**src/shared/fcc_pkg.sv**
```systemverilog
// shared constants and types for the flash charger control block
package fcc_pkg;
  localparam int unsigned CLK_PERIOD_NS = 100;
  // time figures in their own units
  localparam int unsigned T_TIMER_OFF_US = 13;
  localparam int unsigned T_SENSE_MIN_NS = 200;
  localparam int unsigned T_SETUP_US = 45;
  localparam int unsigned T_BURST_MAX_US = 40;
  // derived cycle counts (least times rounded up)
  localparam int unsigned TIMER_OFF_CYC = (T_TIMER_OFF_US * 1000 + CLK_PERIOD_NS - 1) / CLK_PERIOD_NS;
  localparam int unsigned SENSE_MIN_CYC = (T_SENSE_MIN_NS + CLK_PERIOD_NS - 1) / CLK_PERIOD_NS;
  localparam int unsigned SETUP_CYC = (T_SETUP_US * 1000 + CLK_PERIOD_NS - 1) / CLK_PERIOD_NS;
  localparam int unsigned BURST_CYC = (T_BURST_MAX_US * 1000) / CLK_PERIOD_NS;
  localparam int unsigned CNT_W = 10;
  // limit code: 0 = 100%, 7 = 50%
  localparam logic [2:0] LIMIT_RST = 3'h0;
  localparam logic [2:0] LIMIT_MAX = 3'h7;
  // percentage table per code, 7% steps except 8% from code 3 to code 4
  localparam logic [6:0] PCT_100 = 7'h64;
  localparam logic [6:0] PCT_STEP = 7'h07;

  typedef enum logic [2:0] {
    FCC_IDLE = 3'b000,
    FCC_SETUP = 3'b001,
    FCC_ON = 3'b011,
    FCC_OFF = 3'b010,
    FCC_DONE = 3'b110
  } fcc_state_e;

  // analog front-end status seen by the sequencer
  typedef struct packed {
    logic supply_ok;
    logic peak_reached;
    logic out_trip;
    logic out_low;
    logic out_high;
    logic slope_min;
  } fcc_sense_s;

  // switch drive and status
  typedef struct packed {
    logic switch_on;
    logic fast_mode;
    logic [2:0] limit_code;
    logic [6:0] limit_pct;
  } fcc_drive_s;
endpackage

```
**src/hw/fcc_ctrl.sv**
```systemverilog
// flash charger control: charge sequencing, limit decoding, mode and done
`timescale 1ns/100ps
`default_nettype none
// Functional notes
// - charging starts only on charge rising edge while supply is above lockout
// - charge already high at supply rise needs a fresh rising edge
// - charge low then high restarts charging from the beginning, except inside the setup burst window
// - switching stops when the sensed output trips its target
// - output is sensed in the off interval, only after 200 ns
// - after turn-off in fast mode, switch is turned back on at the slope minimum
// - timer mode is used while the output is low
// - timer mode off-time is a fixed 13 us
// - fast mode above about 50 V uses zero-voltage switching
// - eight limit levels, 100% down to 50%, 7% steps except an 8% step from 79% to 71%
// - decoder completes and applies the setting after 45 us setup
// - switching starts only after the setup period ends
// - limit level is held while charge stays high
// - charge low resets the decoder before a new setting
// - first rising edge starts the decoder, up to 7 further edges counted
// - limit encoding: no extra pulse 100%, one 93%, seven 50%
// - done open-drain pulls low at target with charge high, else released
// - gate drive follows the trigger input high
module fcc_ctrl (
  // clock and reset
  input wire logic mclk,
  input wire logic rst,
  // host pins
  input wire logic charge_en,
  input wire logic flash_trigger,
  // analog front end
  input wire fcc_pkg::fcc_sense_s sense,
  // outputs
  output fcc_pkg::fcc_drive_s drive,
  output logic done_n_out,
  output logic done_n_oe,
  output logic gate_drive_source,
  output logic standby
);
  import fcc_pkg::*;

  function automatic logic [6:0] pct_of(input logic [2:0] code);
    pct_of = 7'(PCT_100 - 7'(code) * PCT_STEP - ((code >= 3'h4) ? 7'h1 : 7'h0));
  endfunction

  logic chg_s, trig_s, chg_d_reg;
  fcc_sync u_sync_chg (.mclk(mclk), .rst(rst), .din(charge_en), .dout(chg_s));
  fcc_sync u_sync_trig (.mclk(mclk), .rst(rst), .din(flash_trigger), .dout(trig_s));

  wire chg_rise = chg_s & ~chg_d_reg;
  wire start_ok = chg_rise & sense.supply_ok;

  fcc_state_e state_reg, state_next;
  logic [CNT_W-1:0] cnt_reg, cnt_next;
  logic [2:0] edges_reg, edges_next;
  logic fast_reg, fast_next;
  logic [2:0] limit_reg, limit_next;

  wire setup_end = (state_reg == FCC_SETUP) && (cnt_reg == CNT_W'(SETUP_CYC - 1));
  wire in_burst = (state_reg == FCC_SETUP) && (cnt_reg < CNT_W'(BURST_CYC));
  wire sense_ok = (cnt_reg >= CNT_W'(SENSE_MIN_CYC));
  wire timer_end = (cnt_reg >= CNT_W'(TIMER_OFF_CYC - 1));
  wire reon = fast_reg ? sense.slope_min : timer_end;

  always_comb begin
    state_next = state_reg;
    cnt_next = cnt_reg + CNT_W'(1);
    edges_next = edges_reg;
    fast_next = fast_reg;
    limit_next = limit_reg;
    case (state_reg)
      FCC_IDLE: begin
        cnt_next = '0;
        if (start_ok) begin
          state_next = FCC_SETUP;
          edges_next = 3'h0;
          fast_next = 1'b0;
        end
      end
      FCC_SETUP: begin
        if (chg_rise && in_burst && edges_reg != LIMIT_MAX)
          edges_next = edges_reg + 3'h1;
        if (setup_end) begin
          limit_next = edges_next;
          state_next = FCC_ON;
          cnt_next = '0;
        end
      end
      FCC_ON: begin
        if (sense.peak_reached) begin
          state_next = FCC_OFF;
          cnt_next = '0;
        end
      end
      FCC_OFF: begin
        if (sense_ok && sense.out_trip) begin
          state_next = FCC_DONE;
        end else if (sense_ok && reon) begin
          state_next = FCC_ON;
          cnt_next = '0;
        end
        // mode only updated from a valid measurement
        if (sense_ok && sense.out_high)
          fast_next = 1'b1;
        else if (sense_ok && sense.out_low)
          fast_next = 1'b0;
      end
      FCC_DONE: cnt_next = cnt_reg;
      default: state_next = FCC_IDLE;
    endcase
    // lows inside the burst window are programming gaps, not a restart;
    // a host that gives up mid-burst is idled once the window closes
    if (!chg_s && !in_burst) begin
      state_next = FCC_IDLE;
      fast_next = 1'b0;
      limit_next = LIMIT_RST;
      edges_next = 3'h0;
    end
    if (state_next == FCC_IDLE)
      cnt_next = '0;
  end

  always_ff @(posedge mclk or posedge rst) begin
    if (rst) begin
      state_reg <= FCC_IDLE;
      cnt_reg <= '0;
      edges_reg <= 3'h0;
      fast_reg <= 1'b0;
      limit_reg <= LIMIT_RST;
      chg_d_reg <= 1'b1; // no edge can be flagged while the synchroniser still shows its reset low
    end else begin
      state_reg <= state_next;
      cnt_reg <= cnt_next;
      edges_reg <= edges_next;
      fast_reg <= fast_next;
      limit_reg <= limit_next;
      chg_d_reg <= chg_s;
    end
  end

  always_ff @(posedge mclk or posedge rst) begin
    if (rst) begin
      drive <= '0;
      done_n_oe <= 1'b0;
      done_n_out <= 1'b0;
      gate_drive_source <= 1'b0;
      standby <= 1'b1;
    end else begin
      drive.switch_on <= (state_next == FCC_ON);
      drive.fast_mode <= fast_next;
      drive.limit_code <= limit_next;
      drive.limit_pct <= pct_of(limit_next);
      done_n_oe <= (state_next == FCC_DONE) && chg_s;
      done_n_out <= 1'b0;
      gate_drive_source <= trig_s;
      standby <= (state_next == FCC_IDLE);
    end
  end

  property p_start;
    @(posedge mclk) disable iff (rst)
      (state_reg == FCC_IDLE && start_ok && chg_s) |=> state_reg == FCC_SETUP;
  endproperty
  a_start: assert property (p_start) else $error("start not taken");

  property p_no_start;
    @(posedge mclk) disable iff (rst)
      (state_reg == FCC_IDLE && !start_ok) |=> state_reg == FCC_IDLE;
  endproperty
  a_no_start: assert property (p_no_start) else $error("started without edge or supply");

  property p_drop;
    @(posedge mclk) disable iff (rst)
      (!chg_s && !in_burst) |=> (state_reg == FCC_IDLE && limit_reg == LIMIT_RST && !fast_reg);
  endproperty
  a_drop: assert property (p_drop) else $error("charge low did not idle");

  property p_setup_len;
    @(posedge mclk) disable iff (rst)
      $rose(state_reg == FCC_SETUP) |-> (state_reg == FCC_SETUP || !chg_s) [*8];
  endproperty
  a_setup_len: assert property (p_setup_len) else $error("setup left early");

  property p_setup_end;
    @(posedge mclk) disable iff (rst) (setup_end && chg_s) |=> (state_reg == FCC_ON && limit_reg == $past(edges_next));
  endproperty
  a_setup_end: assert property (p_setup_end) else $error("limit not applied");

  property p_hold;
    @(posedge mclk) disable iff (rst) (state_reg != FCC_SETUP && chg_s) |=> $stable(limit_reg);
  endproperty
  a_hold: assert property (p_hold) else $error("limit changed while charging");

  property p_sense;
    @(posedge mclk) disable iff (rst)
      (state_reg == FCC_OFF && cnt_reg < CNT_W'(SENSE_MIN_CYC)) |=> state_reg != FCC_DONE;
  endproperty
  a_sense: assert property (p_sense) else $error("trip taken before sense window");

  property p_timer;
    @(posedge mclk) disable iff (rst)
      (state_reg == FCC_OFF && !fast_reg && cnt_reg < CNT_W'(TIMER_OFF_CYC - 1)) |=> state_reg != FCC_ON;
  endproperty
  a_timer: assert property (p_timer) else $error("timer off-time too short");

  property p_done;
    @(posedge mclk) disable iff (rst) (state_reg == FCC_DONE && chg_s) |-> ##1 done_n_oe;
  endproperty
  a_done: assert property (p_done) else $error("done not pulled low");

  property p_trig;
    @(posedge mclk) disable iff (rst) trig_s |=> gate_drive_source;
  endproperty
  a_trig: assert property (p_trig) else $error("gate drive not following trigger");

  c_setup: cover property (@(posedge mclk) disable iff (rst) setup_end);
  c_fast: cover property (@(posedge mclk) disable iff (rst) $rose(fast_reg));
  c_done: cover property (@(posedge mclk) disable iff (rst) $rose(done_n_oe));
  c_lim7: cover property (@(posedge mclk) disable iff (rst) limit_reg == LIMIT_MAX);
endmodule
`default_nettype wire

```
**src/hw/fcc_sync.sv**
```systemverilog
// two-stage synchroniser for one input level
`timescale 1ns/100ps
`default_nettype none
module fcc_sync (
  // clock and reset
  input wire logic mclk,
  input wire logic rst,
  // level
  input wire logic din,
  output logic dout
);
  logic meta_reg;
  always_ff @(posedge mclk or posedge rst) begin
    if (rst) begin
      meta_reg <= 1'b0;
      dout <= 1'b0;
    end else begin
      meta_reg <= din;
      dout <= meta_reg;
    end
  end
endmodule
`default_nettype wire

```
**config.mk**
```make
export PLATFORM = sky130hd
export DESIGN_NAME = fcc_ctrl
export DESIGN_NICKNAME = d
export VERILOG_FILES = /design/src/shared/fcc_pkg.sv /design/src/hw/fcc_ctrl.sv /design/src/hw/fcc_sync.sv
export SDC_FILE = /design/constraint.sdc
export NUM_CORES = 1
export LEC_CHECK = 0
export BUFFER_PORTS_ARGS = -buffer_cell sky130_fd_sc_hd__buf_2
export CORE_ASPECT_RATIO = 0.5
export CORE_MARGIN = 1
export CORE_UTILIZATION = 45
export DETAILED_ROUTE_END_ITERATION = 12
export GPL_TIMING_DRIVEN = 0
export PLACE_DENSITY = 0.67
export REMOVE_ABC_BUFFERS = 1
export SYNTH_ARGS = -nofsm -noshare
export SYNTH_HDL_FRONTEND = slang
export SYNTH_SLANG_ARGS = --single-unit
```
**constraint.sdc**
```tcl
create_clock -name mclk -period 3.9 [get_ports mclk]
set_clock_uncertainty 0.15 [all_clocks]
set_input_delay 0.78 -clock mclk [delete_from_list [all_inputs] [get_ports mclk]]
set_output_delay 0.78 -clock mclk [all_outputs]
set_load 0.03 [all_outputs]
```
==> summary.md, run 1 <==
| Metric | Value |
|---|---|
| Slowest CP cell | `or4b_4` |
| Crit path top cell by count | `buf_4` |
| CP bufs+invs | `3` |
| H-Tree Level Count | `2` |
| Nets@finish | `264` |
| Max stage delay on crit path | `0.59 ns` |
| Logic pwr share | `0.066` |
| Starting density of the core | `0.469` |
| Max-cap violation count | `0` |
| Part of the power in registers | `0.547` |
| Count of final hold-check violations | `0` |
| CP Launch Point | `state_reg[1]` |
| Core Util, Final | `0.561` |
| Synth area leaders | `dfrtp_1 (41%), ha_1 (10%), inv_1 (3.3%)` |
| Sw Ratio | `0.234` |
| Fmax achieved | `0.257 GHz` |
| Leakage | `1.13 nW` |
| Max VDD drop | `133 uV` |
| Yosys top cell area share | `0.410` |
| GPL Wtd Cong | `0.808` |
| # port buffers | `24` |
| Worst hold endpoint | `u_sync_chg.dout` |
| Antenna diodes | `0` |
| Asr flop ratio synth | `1.00` |
| Die area | `4910 um2` |
| Yosys warnings | `0` |
| Inserted Clock Buffers | `5` |
| Total number of vias | `1603` |
| Area of placed instances | `2230 um2` |
| Seq/Total Area, Yosys | `0.435` |
| Overall Power | `0.705 mW` |
| Clk slew on worst S/H paths | `0.07 ns` |
| # IOs | `26` |
| Count of final max-slew check failures | `0` |
| Area leader, netlist | `dfrtp_1` |
| Cells after Synth | `195` |
| Status | `complete, no violations` |
| Min-delay src | `u_sync_chg.meta_reg` |
| Crit Path Max Fanout | `6` |
| Cell family with most CP delay | `adder cells` |
| Post-synth top cells | `dfrtp_1 (34), inv_1 (18), ha_1 (17), nor2_1 (17), a21oi_1 (8)` |
| Die width | `98.1 um` |
| Vias/cell | `5.49` |
| EDFF count, synth | `0` |
| Slew HR | `0.493` |
| Worst slew pin tran | `0.755 ns` |
| Yosys cell types | `50` |
| First-pass GRT wire length | `7080 um` |
| Number of fill cells | `398` |
| Num rows | `17` |
| WL/cell | `14.8 um` |
| DRT iter0 DRCs | `64` |
| Initial antenna violation count | `0` |
| CP cell instances | `or4b_4 > nor4b_4 > buf_4 > mux2i_1 > a211oi_2 > buf_4 > fa_1 > ha_1 > ha_2 > inv_2 > fa_2 > nor3b_2 > or2_4` |
| Clk_lat worst skew | `0.29 ns` |
| Layout cell share with drive strength beyond 1 | `0.319` |
| Vias in the first global route | `1542` |
| Worst Hold Class | `reg -> reg` |
| DRC errors left | `0` |
| FF+latch count, synth | `36` |
| P_int | `0.541 mW` |
| Pre-Repair DR Iteration Count | `4` |
| R2R cell count | `13` |
| Crit path time final | `3.90 ns` |
| Req. time, crit path | `3.98 ns` |
| Post-Route WL | `4320 um` |
| Core ar. | `4420 um2` |
| Mapped Area | `2080 um2` |
| Top FF cell, synth | `dfrtp_1` |
| Flop-to-flop setup slack | `0.004 ns` |
| Antenna viol nets, final | `0` |
| TNS Setup | `0 ns` |
| RR Endpoint | `drive[6]` |
| DPL Wire Length | `3020 um` |
| Largest register FFs | `12` |
| Critical Path End Type | `flop` |
| Hold depth | `0` |
| Grt total ovfl | `0` |
| Clock network power share | `0.386` |
| Data arrival, critical path | `3.97 ns` |
| Sw Pwr | `0.165 mW` |
| Power Dens Cells | `284 nW/um2` |
| Crit Path Category | `reg -> reg` |
| Most common cell in the netlist | `dfrtp_1` |
| RSZ-0062 raised after global routing | `true` |
| Post-route clock period utilization | `0.999` |
| RR Startpoint | `state_reg[1]` |
| Die height | `50.0 um` |
| Largest net degree at the start of global routing | `37` |
| Clock net sink count | `36` |
| CP Launch Type | `flop` |
| Area Growth Syn to Fin | `19.4%` |
| Clock buffer depth | `2` |
| CTS tree | `yes` |
| Hold Slack | `0.196 ns` |
| Average cell area after synthesis | `10.7 um2` |
| Final setup vio count | `0` |
| Gr usage total | `0.191` |
| Clock root cell | `clkbuf_8` |
| Final Cell Area | `2480 um2` |
-- logic make-up after synthesis --
kind of cell,count (synthesis),synth area share
compound gates,37,0.145
xor+xnor,9,0.0380
fa+ha+maj,20,0.131
buf+inv,26,0.0506
flops,36,0.435
mux,2,0.00964
other cells,1,0.00181
simple gates,64,0.189
-- worst reg2reg max path: stages, from the launching register on --
cell and delay (ns):
dfrtp_2 0.44, or4b_4 0.59, nor4b_4 0.32, buf_4 0.17
mux2i_1 0.21, a211oi_2 0.11, buf_4 0.17, fa_1 0.47
ha_1 0.29, ha_2 0.18, inv_2 0.04, fa_2 0.37
nor3b_2 0.18, or2_4 0.12
-- placed cells by master, fill, tap and decap left out, types with 4 or more instances in the layout --
| cell type | Yosys | final |
|---|---|---|
| inv_1 | 18 | 14 |
| clkbuf_8 | 0 | 6 |
| nand4_1 | 5 | 5 |
| dfrtp_2 | 0 | 5 |
| buf_2 | 0 | 24 |
| dfrtp_1 | 34 | 29 |
| nor2_1 | 17 | 17 |
| nand3_1 | 4 | 4 |
| inv_2 | 0 | 4 |
| xor2_1 | 7 | 7 |
| nand2_1 | 7 | 7 |
| nor3_1 | 5 | 5 |
| o21ai_0 | 4 | 4 |
| buf_4 | 2 | 16 |
| nand2b_1 | 4 | 4 |
| ha_1 | 17 | 16 |
| a21oi_1 | 8 | 7 |
-- area by class of cell --
type	instances	area, um2	share of cell area
tap	57	71.3	0.0288
timing repair buffer	40	240	0.0969
sequential	36	910	0.367
multi-input combinational	133	1100	0.444
clock buffer	8	90.1	0.0363
inverter	18	67.6	0.0272
-- power groups by stage --
stage / clock network, mW / registers, mW / logic (mW)
6_report: 0.272 / 0.386 / 0.0469
5_1_grt: 0.294 / 0.387 / 0.0523
4_1_cts: 0.282 / 0.386 / 0.0469
3_5_place_dp: 0 / 0.393 / 0.0454
3_3_place_gp: 0 / 0.393 / 0.0441
2_1_floorplan: 0 / 0.394 / 0.0285
-- per-layer routing --
layer,share of wire,global-route usage,wire [um]
met1,0.46,0.237,1980
met3,0.045,0.0468,195
met2,0.48,0.324,2070
met5,0,0,0
met4,0.016,0.0758,68
-- worst max path at each step --
stage	endpoint	slack, ns	depth (start not counted)
floorplan	drive[6]	0.10	13
global placement	drive[6]	-0.12	12
detailed placement	drive[6]	-0.20	12
CTS	drive[6]	0.007	13
global route	drive[6]	-0.13	13
finish	drive[6]	0.004	13
-- through the flow --
step | setup WS [ns] | std cells
after floorplan | 0.104 | 187
after detailed placement | -0.204 | 268
after CTS | 0.00720 | 282
after global placement | -0.117 | 268
final | 0.00414 | 292
after global routing | -0.126 | 292
-- what timing repair did --
action,CTS,global route
pin swaps,3,8
resized for setup,3,12
setup buffers,6,10
hold buffers,0,0
setup endpoints to repair,3,4
Note: power is estimated with default switching activity, not from simulation.
==> run 2: changes to the inputs <==
Settings changed: ABC_AREA from default to 1, PLACE_DENSITY 0.67 to 0.66, SKIP_CTS_REPAIR_TIMING from default to 1.
==> run 2 against run 1 <==
Clock power is 20% higher. Power up 8.6%. Critical path depth rose by 1. Cell count up 28%. Global-route usage fell by 1.2 points. Die area up 11%. Non-clock buffer count fell by 16. Flip-flop and latch count did not move. Core utilization down 3.6 points.
==> summary.md, run 2 <==
| Metric | Value |
|---|---|
| Die width | `104 um (+5.6%)` |
| Layout cell share with drive strength beyond 1 | `0.243 (-0.0757)` |
| Vias/cell | `4.77 (-13%)` |
| Part of the power in registers | `0.499 (-0.048)` |
| Initial antenna violation count | `0 (unchanged)` |
| Clock net sink count | `36 (unchanged)` |
| Post-Route WL | `4430 um (+2.6%)` |
| Core ar. | `4950 um2 (+12%)` |
| Starting density of the core | `0.469 (-0.000770)` |
| Min-delay src | `u_sync_trig.dout` |
| Critical Path End Type | `flop` |
| Commonest non-fill, non-tap cell in the layout | `nand2_1` |
| Req. time, crit path | `3.93 ns (-0.05 ns)` |
| Largest net degree at the start of global routing | `37 (unchanged)` |
| P_int | `0.585 mW (+8.3%)` |
| Synth area leaders | `dfrtp_1 (37%), ha_1 (9.2%), nand2_1 (7.8%)` |
| Inserted Clock Buffers | `5 (unchanged)` |
| Max VDD drop | `125 uV (-6.1%)` |
| RR Startpoint | `cnt_reg[0]` |
| Sw Ratio | `0.236 (+0.00247)` |
| DPL Wire Length | `3320 um (+9.8%)` |
| Worst slew pin tran | `0.782 ns (+0.0270 ns)` |
| DRT iter0 DRCs | `145 (+130%)` |
| # port buffers | `24 (unchanged)` |
| Clock buffer depth | `2 (unchanged)` |
| FF+latch count, synth | `36 (unchanged)` |
| Area leader, netlist | `dfrtp_1` |
| Count of final max-slew check failures | `0 (unchanged)` |
| Clock root cell | `clkbuf_8` |
| CTS tree | `yes` |
| Antenna diodes | `0 (unchanged)` |
| Leakage | `1.40 nW (+24%)` |
| Sw Pwr | `0.181 mW (+9.7%)` |
| RSZ-0062 raised after global routing | `false` |
| Crit Path Category | `reg -> reg` |
| Cell family with most CP delay | `adder cells` |
| Pre-Repair DR Iteration Count | `4 (unchanged)` |
| Slew HR | `0.478 (-0.0145)` |
| Crit path time final | `3.53 ns (-0.364 ns)` |
| CP Launch Point | `cnt_reg[0]` |
| Slowest CP cell | `dfrtp_1` |
| WL/cell | `11.9 um (-20%)` |
| # IOs | `26 (unchanged)` |
| H-Tree Level Count | `2 (unchanged)` |
| EDFF count, synth | `0 (unchanged)` |
| Status | `complete, no violations` |
| Clock network power share | `0.427 (+0.041)` |
| Seq/Total Area, Yosys | `0.389 (-0.0459)` |
| Logic pwr share | `0.074 (+0.008)` |
| Final setup vio count | `0 (unchanged)` |
| Fmax achieved | `0.283 GHz (+10%)` |
| Data arrival, critical path | `3.56 ns (-0.41 ns)` |
| GPL Wtd Cong | `0.845 (+4.6%)` |
| Post-synth top cells | `nand2_1 (48), inv_1 (43), dfrtp_1 (34), nor2_1 (23), nand3_1 (20)` |
| Max stage delay on crit path | `0.54 ns (-0.05 ns)` |
| Most common cell in the netlist | `nand2_1` |
| Gr usage total | `0.179 (-0.0116)` |
| Total number of vias | `1784 (+11%)` |
| Average cell area after synthesis | `8.41 um2 (-21%)` |
| Yosys warnings | `0 (unchanged)` |
| Worst Hold Class | `reg -> reg` |
| Nets@finish | `333 (+26%)` |
| Grt total ovfl | `0 (unchanged)` |
| First-pass GRT wire length | `7600 um (+7.4%)` |
| Max-cap violation count | `0 (unchanged)` |
| Clk slew on worst S/H paths | `0.08 ns (about the same)` |
| CP cell instances | `ha_1 > inv_1 > nor3_4 > nand2_2 > clkinv_2 > or2_1 > nand2_1 > a21oi_2 > fa_1 > ha_1 > ha_1 > inv_1 > fa_1 > o31ai_1` |
| Area Growth Syn to Fin | `12.0%` |
| Crit Path Max Fanout | `9 (+3)` |
| Non-filler cells, final | `374 (+28%)` |
| Die height | `52.8 um (+5.5%)` |
| Post-route clock period utilization | `0.906 (-0.0933)` |
| CP Launch Type | `flop` |
| Cells after Synth | `276 (+42%)` |
| Yosys cell types | `39 (-22%)` |
| TNS Setup | `0 ns (unchanged)` |
| Antenna viol nets, final | `0 (unchanged)` |
| Num rows | `18 (+1)` |
| DRC errors left | `0 (unchanged)` |
| Top FF cell, synth | `dfrtp_1` |
| Largest register FFs | `12 (unchanged)` |
| Asr flop ratio synth | `1.00 (unchanged)` |
| CP bufs+invs | `3 (unchanged)` |
| Die area | `5470 um2 (+11%)` |
| Power Dens Cells | `295 nW/um2 (+3.6%)` |
| Count of final hold-check violations | `0 (unchanged)` |
| Mapped Area | `2320 um2 (+12%)` |
| Yosys top cell area share | `0.366 (-0.0433)` |
| Commonest cells after routing, fill and taps aside | `nand2_1 (48), inv_1 (42), dfrtp_1 (34), buf_2 (24), nor2_1 (23)` |
| Vias in the first global route | `1667 (+8.1%)` |
| Crit path top cell by count | `ha_1` |
| Cell total after placement | `366 (+37%)` |
| Clk_lat worst skew | `0.28 ns (about the same)` |
run 2: cell types whose count changed in the layout (fill, tap and decap cells not counted), sizes merged, moves of 7 or more:
cell / before / now
nor2: 17 / 31
buf: 40 / 24
a21oi: 8 / 15
nand3: 4 / 20
inv: 18 / 51
nand2: 7 / 61
run 2: power by group through the flow:
stage / combinational, mW / sequential, mW / clock [mW]
3_3_place_gp: 0.0549 / 0.389 / 0
5_1_grt: 0.0633 / 0.383 / 0.354
6_report: 0.0565 / 0.382 / 0.327
2_1_floorplan: 0.0377 / 0.392 / 0
4_1_cts: 0.0571 / 0.382 / 0.338
3_5_place_dp: 0.0569 / 0.390 / 0
run 2: metrics by stage:
stage          hold WS [ns]  instance area [um2]  setup WS, ns  power, mW  utilization
2_1_floorplan         0.181                 2280         0.722      0.429            -
4_1_cts               0.209                 2600         0.344      0.777        0.525
6_report              0.208                 2600         0.368      0.766        0.525
3_5_place_dp          0.188                 2490         0.338      0.447        0.503
5_1_grt               0.219                 2600         0.171      0.801        0.525
3_3_place_gp          0.182                 2490         0.470      0.444        0.503
run 2: area by class of cell:
class	instances	area [um2]
clock inverters	2	35.0
flip-flops and latches	36	903
fillers	456	2350
repair buffers	24	120
inverters	54	206
well taps	70	87.6
clock buffers	6	72.6
multi-input cells	182	1170
run 2: worst paths after layout:
check                                    end  slack [ns]  depth (start not counted)
min in group asynchronous         cnt_reg[0]        0.48                          2
min                        gate_drive_source        0.21                          0
max in group asynchronous           drive[2]        2.62                          2
max                                 drive[6]        0.37                         14
max reg2reg                         drive[6]        0.37                         14
min reg2reg                gate_drive_source        0.21                          0
run 2: cells by family (layout without fill, tap and decap cells):
kind of cell | after synthesis | after routing | synth area share
AO/OA/AOI/OAI | 25 | 25 | 0.0679
XOR/XNOR | 7 | 7 | 0.0264
adder cells (fa/ha/maj) | 20 | 20 | 0.117
buffers and inverters | 58 | 86 | 0.105
flip-flops | 36 | 36 | 0.389
other | 1 | 1 | 0.00161
AND/OR/NAND/NOR | 129 | 129 | 0.293
run 2: routing by layer:
layer  GRT usage  routed length [um]  vias up
met5           0                   0        -
met4      0.0362                  29        0
met3      0.0398                 147        4
met2       0.326                2120       33
met1       0.224                2130      839
li1            -                   -      908
